[src/exec_pkg.sv]
// Purpose: shared constants and types for the execute block
// Assumes: 8-bit core, 16-bit program counter counted in words
// Notes:   status byte layout is I T H S V N Z C, bit 7 down to bit 0
package exec_pkg;

	// =====================================================
	// status flag positions
	localparam int FLAG_C = 0;
	localparam int FLAG_Z = 1;
	localparam int FLAG_N = 2;
	localparam int FLAG_V = 3;
	localparam int FLAG_S = 4;
	localparam int FLAG_H = 5;
	localparam int FLAG_T = 6;
	localparam int FLAG_I = 7;

	// =====================================================
	// cycle counts per instruction class
	localparam logic [1:0] CYC_ONE   = 2'h1;
	localparam logic [1:0] CYC_TWO   = 2'h2;
	localparam logic [1:0] CYC_THREE = 2'h3;
	localparam logic [2:0] CYC_FOUR  = 3'h4;

	// =====================================================
	// reset values and fixed operands
	localparam logic [7:0]  BYTE_ZERO = 8'h00;
	localparam logic [7:0]  BYTE_ONES = 8'hff;
	localparam logic [15:0] WORD_ZERO = 16'h0000;
	localparam logic [15:0] PC_STEP_1 = 16'h0001;
	localparam logic [15:0] PC_STEP_2 = 16'h0002;
	localparam logic [15:0] PC_STEP_3 = 16'h0003;
	localparam logic [7:0]  NEG_OVF   = 8'h80;

	// =====================================================
	// operation codes presented by the decoder
	typedef enum logic [4:0] {
		OP_ADD                       = 5'h00,
		OP_ADD_CARRY                 = 5'h01,
		OP_WORD_ADD_IMMEDIATE        = 5'h02,
		OP_SUBTRACT                  = 5'h03,
		OP_SUBTRACT_IMMEDIATE        = 5'h04,
		OP_SUBTRACT_BORROW           = 5'h05,
		OP_SUBTRACT_BORROW_IMMEDIATE = 5'h06,
		OP_WORD_SUBTRACT_IMMEDIATE   = 5'h07,
		OP_AND                       = 5'h08,
		OP_AND_IMMEDIATE             = 5'h09,
		OP_OR                        = 5'h0a,
		OP_OR_IMMEDIATE              = 5'h0b,
		OP_EXCLUSIVE_OR              = 5'h0c,
		OP_BITWISE_INVERT            = 5'h0d,
		OP_SIGN_FLIP                 = 5'h0e,
		OP_SET_BITS                  = 5'h0f,
		OP_CLEAR_BITS                = 5'h10,
		OP_ZERO_MINUS_TEST           = 5'h11,
		OP_SET_ALL_ONES              = 5'h12,
		OP_RELATIVE_JUMP             = 5'h13,
		OP_POINTER_JUMP              = 5'h14,
		OP_RELATIVE_CALL             = 5'h15,
		OP_POINTER_CALL              = 5'h16,
		OP_CALL_EXIT                 = 5'h17,
		OP_INTERRUPT_EXIT            = 5'h18,
		OP_SKIP_IF_EQUAL             = 5'h19
	} op_e;

	// sequencer states, one-hot
	typedef enum logic [1:0] {
		ST_IDLE = 2'b01,
		ST_BUSY = 2'b10
	} state_e;

endpackage

[src/adder_if.sv]
`timescale 1ns/1ps
// Purpose: operand and result bundle between sequencer and byte adder
// Assumes: purely combinational adder behind it
// Notes:   sub selects a - b - cin, otherwise a + b + cin
interface adder_if;
	logic [7:0] a;
	logic [7:0] b;
	logic       cin;
	logic       sub;
	logic [7:0] res;
	logic       cout;
	logic       half;
	logic       ovf;

	modport core (output a, b, cin, sub, input res, cout, half, ovf);
	modport unit (input a, b, cin, sub, output res, cout, half, ovf);
endinterface

[src/alu_and_branch_execute.sv]
`timescale 1ns/1ps
// Purpose: execute stage for arithmetic, logic and flow-control operations
// Assumes: decoder supplies operands, status byte, pc, pointer and stack top
// Notes:   one request at a time, results and strobes appear with o_done
// Functional notes
// - Register add, with or without carry, stores the sum and sets Z C N V H in one cycle.
// - Word add of a constant to a pair updates Z C N V S in two cycles.
// - Subtracting a register or constant stores the difference, Z C N V H, one cycle.
// - Register borrow subtract removes source and carry, Z C N V H, one cycle.
// - Constant borrow subtract removes constant and carry, Z C N V H, one cycle.
// - Word subtract of a constant from a pair updates Z C N V S over two cycles.
// - AND and OR with register or constant, and exclusive OR with register, change only Z N V S, one cycle.
// - Set bits ORs a constant mask into the register in one cycle, changing only Z N V S.
// - Clear bits ANDs with the inverted mask in one cycle, changing only Z N V S.
// - Test ANDs a register with itself, keeps it, and updates Z N V S in one cycle.
// - Pointer jump loads pc from the pointer pair, no flags, in two cycles.
// - Pointer call pushes the return address, loads pc from the pointer, three cycles.
// - Skip if equal keeps flags, on a match adds 2 or 3 to pc, 1, 2 or 3 cycles.
module alu_and_branch_execute
(
	input  wire logic            i_mclk,
	input  wire logic            i_sys_rst,
	input  wire logic            i_valid,
	input  wire exec_pkg::op_e   i_op,
	input  wire logic [7:0]      i_rd_val,
	input  wire logic [7:0]      i_rr_val,
	input  wire logic [7:0]      i_imm,
	input  wire logic [15:0]     i_pair_val,
	input  wire logic [15:0]     i_ptr,
	input  wire logic [15:0]     i_pc,
	input  wire logic [11:0]     i_offset,
	input  wire logic            i_next_long,
	input  wire logic [15:0]     i_stack_pc,
	input  wire logic [7:0]      i_sreg,
	output logic                 o_ready,
	output logic                 o_done,
	output logic [7:0]           o_result,
	output logic                 o_result_wr,
	output logic [15:0]          o_word,
	output logic                 o_word_wr,
	output logic [7:0]           o_sreg,
	output logic                 o_sreg_wr,
	output logic [15:0]          o_pc,
	output logic                 o_pc_wr,
	output logic [15:0]          o_push_data,
	output logic                 o_push,
	output logic                 o_pop
);
	import exec_pkg::*;

	adder_if add_bus ();

	state_e      state_reg,   state_next;
	logic [2:0]  cnt_reg,     cnt_next;
	logic        done_reg,    done_next;
	logic [7:0]  res_reg,     res_next;
	logic        res_en_reg,  res_en_next;
	logic [15:0] word_reg,    word_next;
	logic        word_en_reg, word_en_next;
	logic [7:0]  sreg_reg,    sreg_next;
	logic        sreg_en_reg, sreg_en_next;
	logic [15:0] pc_reg,      pc_next;
	logic        push_en_reg, push_en_next;
	logic [15:0] push_reg,    push_next;
	logic        pop_en_reg,  pop_en_next;
	logic [16:0] wsum;
	logic [7:0]  lres;
	logic        take;

	// =====================================================
	// flag update shared by all logic operations: V cleared, N Z S follow
	function automatic logic [7:0] logic_flags(input logic [7:0] s, input logic [7:0] r);
		logic [7:0] f;
		f         = s;
		f[FLAG_V] = 1'b0;
		f[FLAG_N] = r[7];
		f[FLAG_Z] = (r == BYTE_ZERO);
		f[FLAG_S] = r[7];
		return f;
	endfunction

	// arithmetic flags from adder outputs
	function automatic logic [7:0] arith_flags(input logic [7:0] s, input logic [7:0] r,
	                                           input logic c, input logic h, input logic v,
	                                           input logic keep_z);
		logic [7:0] f;
		f         = s;
		f[FLAG_C] = c;
		f[FLAG_H] = h;
		f[FLAG_V] = v;
		f[FLAG_N] = r[7];
		f[FLAG_S] = r[7] ^ v;
		f[FLAG_Z] = (r == BYTE_ZERO) & (~keep_z | s[FLAG_Z]);
		return f;
	endfunction

	byte_adder u_adder
	(
		.port_a (add_bus.unit)
	);

	// =====================================================
	// adder operand steering
	always_comb
	begin
		add_bus.a   = i_rd_val;
		add_bus.b   = i_rr_val;
		add_bus.cin = 1'b0;
		add_bus.sub = 1'b0;
		unique case (i_op)
			OP_ADD_CARRY:
				add_bus.cin = i_sreg[FLAG_C];
			OP_SUBTRACT:
				add_bus.sub = 1'b1;
			OP_SUBTRACT_IMMEDIATE:
			begin
				add_bus.b   = i_imm;
				add_bus.sub = 1'b1;
			end
			OP_SUBTRACT_BORROW:
			begin
				add_bus.cin = i_sreg[FLAG_C];
				add_bus.sub = 1'b1;
			end
			OP_SUBTRACT_BORROW_IMMEDIATE:
			begin
				add_bus.b   = i_imm;
				add_bus.cin = i_sreg[FLAG_C];
				add_bus.sub = 1'b1;
			end
			OP_SIGN_FLIP:
			begin
				add_bus.a   = BYTE_ZERO;
				add_bus.b   = i_rd_val;
				add_bus.sub = 1'b1;
			end
			default:
				add_bus.sub = 1'b0;
		endcase
	end

	// word add or subtract of a 6-bit constant
	always_comb
	begin
		if (i_op == OP_WORD_SUBTRACT_IMMEDIATE)
			wsum = {1'b0, i_pair_val} - {11'h000, i_imm[5:0]};
		else
			wsum = {1'b0, i_pair_val} + {11'h000, i_imm[5:0]};
	end

	// bitwise operation result
	always_comb
	begin
		unique case (i_op)
			OP_AND:            lres = i_rd_val & i_rr_val;
			OP_AND_IMMEDIATE:  lres = i_rd_val & i_imm;
			OP_OR:             lres = i_rd_val | i_rr_val;
			OP_OR_IMMEDIATE:   lres = i_rd_val | i_imm;
			OP_SET_BITS:       lres = i_rd_val | i_imm;
			OP_EXCLUSIVE_OR:   lres = i_rd_val ^ i_rr_val;
			OP_CLEAR_BITS:     lres = i_rd_val & (BYTE_ONES ^ i_imm);
			OP_BITWISE_INVERT: lres = BYTE_ONES ^ i_rd_val;
			default:           lres = i_rd_val & i_rd_val;
		endcase
	end

	assign take = i_valid & (state_reg == ST_IDLE);

	// =====================================================
	// sequencer: capture results on take, release them after the cycle count
	always_comb
	begin
		state_next   = state_reg;
		cnt_next     = cnt_reg;
		done_next    = 1'b0;
		res_next     = res_reg;
		res_en_next  = res_en_reg;
		word_next    = word_reg;
		word_en_next = word_en_reg;
		sreg_next    = sreg_reg;
		sreg_en_next = sreg_en_reg;
		pc_next      = pc_reg;
		push_en_next = push_en_reg;
		push_next    = push_reg;
		pop_en_next  = pop_en_reg;
		unique case (state_reg)
			ST_IDLE:
			begin
				if (take)
				begin
					res_en_next  = 1'b0;
					word_en_next = 1'b0;
					sreg_en_next = 1'b0;
					push_en_next = 1'b0;
					pop_en_next  = 1'b0;
					sreg_next    = i_sreg;
					pc_next      = i_pc + PC_STEP_1;
					cnt_next     = {1'b0, CYC_ONE};
					unique case (i_op)
						OP_ADD, OP_ADD_CARRY, OP_SUBTRACT, OP_SUBTRACT_IMMEDIATE, OP_SIGN_FLIP:
						begin
							res_next     = add_bus.res;
							res_en_next  = 1'b1;
							sreg_en_next = 1'b1;
							sreg_next    = arith_flags(i_sreg, add_bus.res,
							                           (i_op == OP_SIGN_FLIP) ?
							                           (add_bus.res != BYTE_ZERO) : add_bus.cout,
							                           add_bus.half,
							                           (i_op == OP_SIGN_FLIP) ?
							                           (add_bus.res == NEG_OVF) : add_bus.ovf, 1'b0);
						end
						OP_SUBTRACT_BORROW, OP_SUBTRACT_BORROW_IMMEDIATE:
						begin
							res_next     = add_bus.res;
							res_en_next  = 1'b1;
							sreg_en_next = 1'b1;
							sreg_next    = arith_flags(i_sreg, add_bus.res, add_bus.cout,
							                           add_bus.half, add_bus.ovf, 1'b1);
						end
						OP_WORD_ADD_IMMEDIATE, OP_WORD_SUBTRACT_IMMEDIATE:
						begin
							word_next         = wsum[15:0];
							word_en_next      = 1'b1;
							sreg_en_next      = 1'b1;
							sreg_next[FLAG_Z] = (wsum[15:0] == WORD_ZERO);
							sreg_next[FLAG_N] = wsum[15];
							if (i_op == OP_WORD_ADD_IMMEDIATE)
							begin
								sreg_next[FLAG_V] = ~i_pair_val[15] & wsum[15];
								sreg_next[FLAG_C] = ~wsum[15] & i_pair_val[15];
								sreg_next[FLAG_S] = wsum[15] ^ (~i_pair_val[15] & wsum[15]);
							end
							else
							begin
								sreg_next[FLAG_V] = i_pair_val[15] & ~wsum[15];
								sreg_next[FLAG_C] = wsum[15] & ~i_pair_val[15];
								sreg_next[FLAG_S] = wsum[15] ^ (i_pair_val[15] & ~wsum[15]);
							end
							cnt_next = {1'b0, CYC_TWO};
						end
						OP_AND, OP_AND_IMMEDIATE, OP_OR, OP_OR_IMMEDIATE, OP_EXCLUSIVE_OR,
						OP_SET_BITS, OP_CLEAR_BITS, OP_ZERO_MINUS_TEST:
						begin
							res_next     = lres;
							res_en_next  = (i_op != OP_ZERO_MINUS_TEST);
							sreg_en_next = 1'b1;
							sreg_next    = logic_flags(i_sreg, lres);
						end
						OP_BITWISE_INVERT:
						begin
							res_next          = lres;
							res_en_next       = 1'b1;
							sreg_en_next      = 1'b1;
							sreg_next         = logic_flags(i_sreg, lres);
							sreg_next[FLAG_C] = 1'b1;
						end
						OP_SET_ALL_ONES:
						begin
							res_next    = BYTE_ONES;
							res_en_next = 1'b1;
						end
						OP_RELATIVE_JUMP, OP_RELATIVE_CALL:
						begin
							pc_next      = i_pc + {{4{i_offset[11]}}, i_offset} + PC_STEP_1;
							push_next    = i_pc + PC_STEP_1;
							push_en_next = (i_op == OP_RELATIVE_CALL);
							cnt_next     = (i_op == OP_RELATIVE_CALL) ? {1'b0, CYC_THREE}
							                                          : {1'b0, CYC_TWO};
						end
						OP_POINTER_JUMP, OP_POINTER_CALL:
						begin
							pc_next      = i_ptr;
							push_next    = i_pc + PC_STEP_1;
							push_en_next = (i_op == OP_POINTER_CALL);
							cnt_next     = (i_op == OP_POINTER_CALL) ? {1'b0, CYC_THREE}
							                                         : {1'b0, CYC_TWO};
						end
						OP_CALL_EXIT, OP_INTERRUPT_EXIT:
						begin
							pc_next           = i_stack_pc;
							pop_en_next       = 1'b1;
							sreg_en_next      = (i_op == OP_INTERRUPT_EXIT);
							sreg_next[FLAG_I] = 1'b1;
							cnt_next          = CYC_FOUR;
						end
						OP_SKIP_IF_EQUAL:
						begin
							if (i_rd_val == i_rr_val)
							begin
								pc_next  = i_pc + (i_next_long ? PC_STEP_3 : PC_STEP_2);
								cnt_next = i_next_long ? {1'b0, CYC_THREE} : {1'b0, CYC_TWO};
							end
						end
						default:
							cnt_next = {1'b0, CYC_ONE};
					endcase
					if (cnt_next == {1'b0, CYC_ONE})
						done_next = 1'b1;
					else
						state_next = ST_BUSY;
					cnt_next = cnt_next - 3'h1;
				end
			end
			ST_BUSY:
			begin
				cnt_next = cnt_reg - 3'h1;
				if (cnt_reg == 3'h1)
				begin
					done_next  = 1'b1;
					state_next = ST_IDLE;
				end
			end
		endcase
	end

	// sequencer registers
	always_ff @(posedge i_mclk)
	begin
		if (i_sys_rst)
		begin
			state_reg   <= ST_IDLE;
			cnt_reg     <= 3'h0;
			done_reg    <= 1'b0;
			res_reg     <= BYTE_ZERO;
			res_en_reg  <= 1'b0;
			word_reg    <= WORD_ZERO;
			word_en_reg <= 1'b0;
			sreg_reg    <= BYTE_ZERO;
			sreg_en_reg <= 1'b0;
			pc_reg      <= WORD_ZERO;
			push_en_reg <= 1'b0;
			push_reg    <= WORD_ZERO;
			pop_en_reg  <= 1'b0;
		end
		else
		begin
			state_reg   <= state_next;
			cnt_reg     <= cnt_next;
			done_reg    <= done_next;
			res_reg     <= res_next;
			res_en_reg  <= res_en_next;
			word_reg    <= word_next;
			word_en_reg <= word_en_next;
			sreg_reg    <= sreg_next;
			sreg_en_reg <= sreg_en_next;
			pc_reg      <= pc_next;
			push_en_reg <= push_en_next;
			push_reg    <= push_next;
			pop_en_reg  <= pop_en_next;
		end
	end

	// =====================================================
	// outputs: data from flops, strobes gated by done
	assign o_ready     = (state_reg == ST_IDLE);
	assign o_done      = done_reg;
	assign o_result    = res_reg;
	assign o_result_wr = done_reg & res_en_reg;
	assign o_word      = word_reg;
	assign o_word_wr   = done_reg & word_en_reg;
	assign o_sreg      = sreg_reg;
	assign o_sreg_wr   = done_reg & sreg_en_reg;
	assign o_pc        = pc_reg;
	assign o_pc_wr     = done_reg;
	assign o_push_data = push_reg;
	assign o_push      = done_reg & push_en_reg;
	assign o_pop       = done_reg & pop_en_reg;
endmodule

[src/byte_adder.sv]
`timescale 1ns/1ps
// Purpose: 8-bit add/subtract with carry, half carry and overflow
// Assumes: borrow is reported on cout for subtraction
// Notes:   combinational, results are registered by the caller
module byte_adder
(
	adder_if.unit port_a
);
	import exec_pkg::*;

	logic [8:0] wide;
	logic       a3;
	logic       b3;
	logic       r3;
	logic       a7;
	logic       b7;
	logic       r7;

	// =====================================================
	// sum or difference with carry chain
	always_comb
	begin
		if (port_a.sub)
			wide = {1'b0, port_a.a} - {1'b0, port_a.b} - {8'h00, port_a.cin};
		else
			wide = {1'b0, port_a.a} + {1'b0, port_a.b} + {8'h00, port_a.cin};
	end

	assign a3 = port_a.a[3];
	assign b3 = port_a.b[3];
	assign r3 = wide[3];
	assign a7 = port_a.a[7];
	assign b7 = port_a.b[7];
	assign r7 = wide[7];

	// flag terms; subtraction uses borrow forms
	assign port_a.res  = wide[7:0];
	assign port_a.cout = wide[8];
	assign port_a.half = port_a.sub ? ((~a3 & b3) | (b3 & r3) | (r3 & ~a3))
	                                : ((a3 & b3) | (b3 & ~r3) | (~r3 & a3));
	assign port_a.ovf  = port_a.sub ? ((a7 & ~b7 & ~r7) | (~a7 & b7 & r7))
	                                : ((a7 & b7 & ~r7) | (~a7 & ~b7 & r7));
endmodule

[config.mk]
export PLATFORM = sky130hd
export DESIGN_NAME = alu_and_branch_execute
export DESIGN_NICKNAME = d
export VERILOG_FILES = /design/src/exec_pkg.sv /design/src/adder_if.sv /design/src/alu_and_branch_execute.sv /design/src/byte_adder.sv
export SDC_FILE = /design/constraint.sdc
export NUM_CORES = 1
export LEC_CHECK = 0
export BUFFER_PORTS_ARGS = -buffer_cell sky130_fd_sc_hd__buf_4
export CAP_MARGIN = 15
export CORE_MARGIN = 2
export CORE_UTILIZATION = 56
export DETAILED_ROUTE_END_ITERATION = 7
export GPL_TIMING_DRIVEN = 1
export PLACE_DENSITY = 0.82
export SYNTH_ARGS = -nofsm -noshare
export SYNTH_HDL_FRONTEND = slang
export SYNTH_SLANG_ARGS = --single-unit
[constraint.sdc]
create_clock -name i_mclk -period 7.9 [get_ports i_mclk]
set_input_delay 0.79 -clock i_mclk [delete_from_list [all_inputs] [get_ports i_mclk]]
set_output_delay 0.79 -clock i_mclk [all_outputs]
set_load 0.01 [all_outputs]
-- Word-level counts from Yosys, hierarchy flattened
Cells that the tools add are included.
- add/subtract/negate cells: 12
- equal/unequal tests: 35
- mux-type cells: 42
- bitwise logic cells: 49
- reductions and logical operators: 27
- operators with widths (kind ; number):
    16-bit one-hot mux with 4 select lines ; 1
    8-bit one-hot mux with 7 select lines ; 1
    5-bit == test (second input constant) ; 10
    5-bit by 4-bit == test with 1-bit output (second input constant) ; 8
    16-bit by 1-bit adder with 16-bit output (second input constant) ; 2
    8-bit bitwise AND ; 4
    16-bit 2-to-1 mux ; 2
    5-bit one-hot mux with 5 select lines ; 1
    8-bit one-hot mux with 3 select lines ; 1
    1-bit bitwise AND ; 23
    5-bit by 3-bit == test with 1-bit output (second input constant) ; 4
    1-bit 2-to-1 mux ; 18
    18-bit OR reduction ; 1
    9-bit OR reduction ; 2
    16-bit adder ; 1
    16-bit by 2-bit adder with 16-bit output ; 1
    16-bit by 6-bit adder with 16-bit output ; 1
    16-bit logical NOT ; 1
    8-bit logical NOT ; 2
    8-bit NOT ; 2
    8-bit OR ; 2
    8-bit one-hot mux with 2 select lines ; 1
    16-bit by 6-bit subtractor with 16-bit output ; 1
    3-bit one-hot mux with 5 select lines ; 1
    37 further kinds ; 74
- flip-flop bits (word level): 75
- output and inout port bits: 72
- word-level logic and storage cells: 178

-- Depth between registers and ports, before layout
- depth in word-level cells: 13
- gate-level depth with buffers: 19
- gate-level depth less buffers: 17

-- Cells and area by module
A second synthesis with hierarchy kept.
- cells, all modules: 1138
- area total of the unflattened synthesis: 8182.8 µm²
- by module, submodules not included (module ; times used ; cells each ; area each (µm²) ; seq. area each (µm²)):
    alu_and_branch_execute ; 1 ; 1006 ; 7199.4 ; 1501.4
    byte_adder ; 1 ; 132 ; 983.4 ; 0.0

-- Worst setup path after synthesis
No wires, ideal clock.
- path type: input -> register
- from: in i_op[1]
- to: reg sreg_reg[3], in the netlist o_sreg[3]
- setup time: 0.086 ns
- arrival: 4.385 ns
- required time: 7.814 ns
- setup slack: 3.430 ns
- stages: 18
- path buffers: 2
- cells stage by stage: buf_4 -> buf_2 -> nand3b_1 -> nor2_1 -> nor2_1 -> nand2_1 -> nand2_1 -> fa_1 -> fa_1 -> a211oi_1 -> nor2_1 -> xor2_1 -> o32a_1 -> nor2_1 -> and4b_1 -> nor3b_1 -> nor4_1 -> a211oi_1
- word-level cells in the longest chain between the ends: 12
- RTL lines (what ; RTL line ; text):
    from (decl) ; alu_and_branch_execute.sv:24 ; input wire exec_pkg::op_e i_op,
    5-bit by 3-bit == test with 1-bit output ; alu_and_branch_execute.sv:110, alu_and_branch_execute.sv:199 ;
    2-bit OR reduction (no source line) ; - ;
    8-bit one-hot mux with 2 select lines ; alu_and_branch_execute.sv:110 ; unique case (i_op)
    8-bit by 8-bit adder with 9-bit output or 8-bit by 8-bit subtractor with 9-bit output (tied branches) ; byte_adder.sv:26, byte_adder.sv:24 ;
    9-bit by 1-bit adder with 9-bit output or 9-bit by 1-bit subtractor with 9-bit output (tied branches) ; byte_adder.sv:26, byte_adder.sv:24 ;
    9-bit 2-to-1 mux ; byte_adder.sv:23 ; if (port_a.sub)
    1-bit NOT ; byte_adder.sv:41, byte_adder.sv:42 ;
    1-bit bitwise AND (on tied branches) ; byte_adder.sv:42, byte_adder.sv:41 ;
    1-bit OR (on tied branches) ; byte_adder.sv:42, byte_adder.sv:41 ;
    1-bit 2-to-1 mux ; byte_adder.sv:41 ; assign port_a.ovf = port_a.sub ? ((a7 & ~b7 & ~r7) | (~a7 & b7 & r7))
    1-bit 2-to-1 mux ; alu_and_branch_execute.sv:209 ; (i_op == OP_SIGN_FLIP) ?
    5-bit one-hot mux with 5 select lines (*) ; alu_and_branch_execute.sv:199 ; unique case (i_op)
    to (signal assigned) ; alu_and_branch_execute.sv:344 ; sreg_reg <= sreg_next;
    to (decl) ; alu_and_branch_execute.sv:60 ; logic [7:0] sreg_reg, sreg_next;
Every way passes the cells marked *; elsewhere a longest branch is shown, timed or not.
A chain may end at the register's enable or synchronous reset.

-- Final worst setup path
- from: in i_op[2]
- to: reg sreg_reg[3], in the netlist o_sreg[3]
Same word-level chain as after synthesis.

==> reports/summary.txt <==
status -> finished, final reports clean
Final Setup Violations -> 0
RD Place Congestion -> 0.972
first-pass iteration count of the detailed router -> 6
diode count -> 0
CP startpoint kind -> primary input
largest net degree at the start of global routing -> 77
CTS tree -> built
Final Hold Viols -> 0
family with the most delay on the worst path -> simple AND/OR/NAND/NOR gates
Mean Syn Cell Area -> 7.33 sq um
Async S/R FF share, synth -> 0%
initial antenna violation count -> 0
Total Nets Final -> 1419
setup TNS -> 0 ps
Post-CTS Resized -> 0
Max Clk Rate -> 202 MHz
min Tclk post-route -> 4960 ps
most frequent cells in the layout -> buf_4 (193), nor2_1 (120), nand2_1 (117)
synthesized instance count -> 1094
Crit. Startpoint -> i_op[2]
Max FO, Critical Path -> 32
global route overflow -> 0
CP Cell Sequence -> buf_4, nand2b_1, nor2_1, nor2_1, nand2_1, nand2_1, fa_1, fa_1, a211oi_1, nor3b_1, o31ai_1, xnor2_1, mux2i_1, and4b_1, nor3b_1, nor4_1, a211oi_1
Setup Crit Path Kind -> primary input to flip-flop
sequential share of the synthesized area -> 18.7%
share of cells above drive strength 1 -> 19.6%
pwr/cell area -> 142 nW/um^2
FF+latch count, synth -> 75
Setup crit end kind -> flip-flop
Final ANT Viol Nets -> 0
Mapped Area -> 8020 sq um
DPL Wire Length -> 20700 microns
die area -> 15300 sq um
worst hold slack -> 456 ps
Hold Buf Count CTS -> 0
Crit path buffers/inverters -> 1
Final Cycle Share -> 62.8%
Clock Path Buffers -> 2
leakage power total -> 4.10 nW
slowest stage delay, CP -> 570 ps
DRC -> 0
Synth Warn # -> 0
Clock Latency Late Sink -> 350 ps
drt via density -> 6.33
Area growth syn-to-layout -> 21.3%
Critical Path AT -> 5160 ps
mux cell area share after synthesis -> 3.87%
row cnt -> 43
drt wl/cell -> 19.0 microns
Num CTS Buffers -> 9
most common cell after layout, fill and taps aside -> buf_4
die width -> 124 microns
Clock Skew -> 15.1 ps
actual slew at the worst max-slew pin -> 1070 ps
hold crit path type -> flip-flop to flip-flop
library cells used by synthesis -> 78
Critical-path top delay cell -> nor2_1
Initial Util -> 57.6%
vias in the first global route -> 7869
total number of vias -> 8996
I/O Pins -> 189
# clock sinks -> 75
post-synthesis adder-cell area fraction -> 10.9%
Worst-path clk slew -> 70 ps
ys flop type -> dfxtp_1
setup bufs post-CTS -> 0
xor and xnor area share after synthesis -> 8.41%
maximum vdd drop -> 0.000105 V
root buffer cell -> clkbuf_16
Compound-Gate Fraction of Synth Area -> 26.7%
Reg2Reg Launch Point -> state_reg[0]$_SDFFE_PP1P_
CP Data Required Time -> 8100 ps
post-synthesis net count -> 1277
port bufs -> 188
H-tree depth -> 3
largest family of logic cells by synthesized area -> compound AO/OA/AOI/OAI gates
final core utilization -> 69.8%
Max Cap Viol -> 0
RSZ-0062 raised after global routing -> false
simple-gate share of the synthesized area -> 25.8%
core area -> 13900 sq um
count of final max-slew check failures -> 0
detailed-route wire length -> 27100 microns
Relative slew margins -> 28.3%
Post-synth EDFFs -> 0
Die H -> 124 microns
initial DRC count -> 968
first-pass GRT wire length -> 41300 microns
Hold Path Origin -> o_word[7]$_SDFFE_PP0P_
total track usage -> 34.4%
## where the power goes
part / switching [mW] / internal [mW]
Clock: 0.186 / 0.218
Combinational: 0.320 / 0.235
Sequential: 0.0177 / 0.402
Total: 0.524 / 0.855
## synth_stat cells, drive strengths merged (8+ instances only)
cell type  number  share of area [%]
a21oi          85                5.4
nor3           37                2.5
inv            47                2.2
a21o           15                1.4
mux2i          22                2.7
buf            23                1.5
dfxtp          75                 19
nand2b         14                1.1
nand4          15                1.2
a22oi          12                1.1
a31oi          15                1.2
nor2b          14                1.1
ha             60                9.4
o21ai          48                3.0
mux2            8                1.1
o221ai         10                1.1
and3           11               0.86
o22ai          12                1.1
a211oi         32                3.1
o211ai         11                1.0
nand2         117                5.5
nand3          26                1.6
clkbuf         40                1.9
nor2          124                6.1
and2           12               0.94
a221oi         22                2.4
xnor2          53                5.8
xor2           24                2.6
nor4           10               0.97
## logic make-up (layout without fill, tap and decap cells)
kind of cell               count (synthesis)  in the layout
DFF                                       75             75
buffers and inverters                    110            257
AOI/OAI and AO/OA                        315            315
and+or+nand+nor                          421            421
muxes                                     30             30
xor gates and xnor gates                  77             77
adders and majority gates                 66             66
## worst paths after layout
path / depth (start not counted) / slack, ps / to
setup / recovery: 17 / 2940 / o_sreg[3]$_SDFFE_PP0P_
hold / removal: 2 / 460 / o_word[7]$_SDFFE_PP0P_
setup reg to reg: 9 / 5340 / o_sreg[1]$_SDFFE_PP0P_
hold reg to reg: 2 / 460 / o_word[7]$_SDFFE_PP0P_
## tightest hold or removal path: stages (launching register included)
cell and delay, ps:
dfxtp_1 310, nand2_1 50, a21oi_1 50
## per-stage QoR
step | area, sq um | power [mW] | setup WS (ps) | instances
floorplan | 8020 | 0.783 | 3430 | 1094
global placement | 9430 | 0.963 | 2810 | 1404
detailed placement | 9430 | 0.968 | 2630 | 1404
CTS | 9720 | 1.37 | 3000 | 1420
global route | 9730 | 1.45 | 2620 | 1421
finish | 9730 | 1.38 | 2940 | 1421
## layer usage
layer	GRT usage (%)	routed length (microns)
met5	0	0
met3	5.72	2510
met4	9.52	675
met1	50.3	12000
met2	52.0	11800
## final cells by class
| type | count | area (sq um) |
|---|---|---|
| repair buffers | 194 | 1460 |
| inverters | 47 | 176 |
| flip-flops and latches | 75 | 1500 |
| clock buffers | 9 | 225 |
| clock inverters | 7 | 60.1 |
| multi-input cells | 909 | 6080 |
| fillers | 1261 | 4200 |
| well taps | 180 | 225 |
Note: power is estimated with default switching activity, not from simulation.
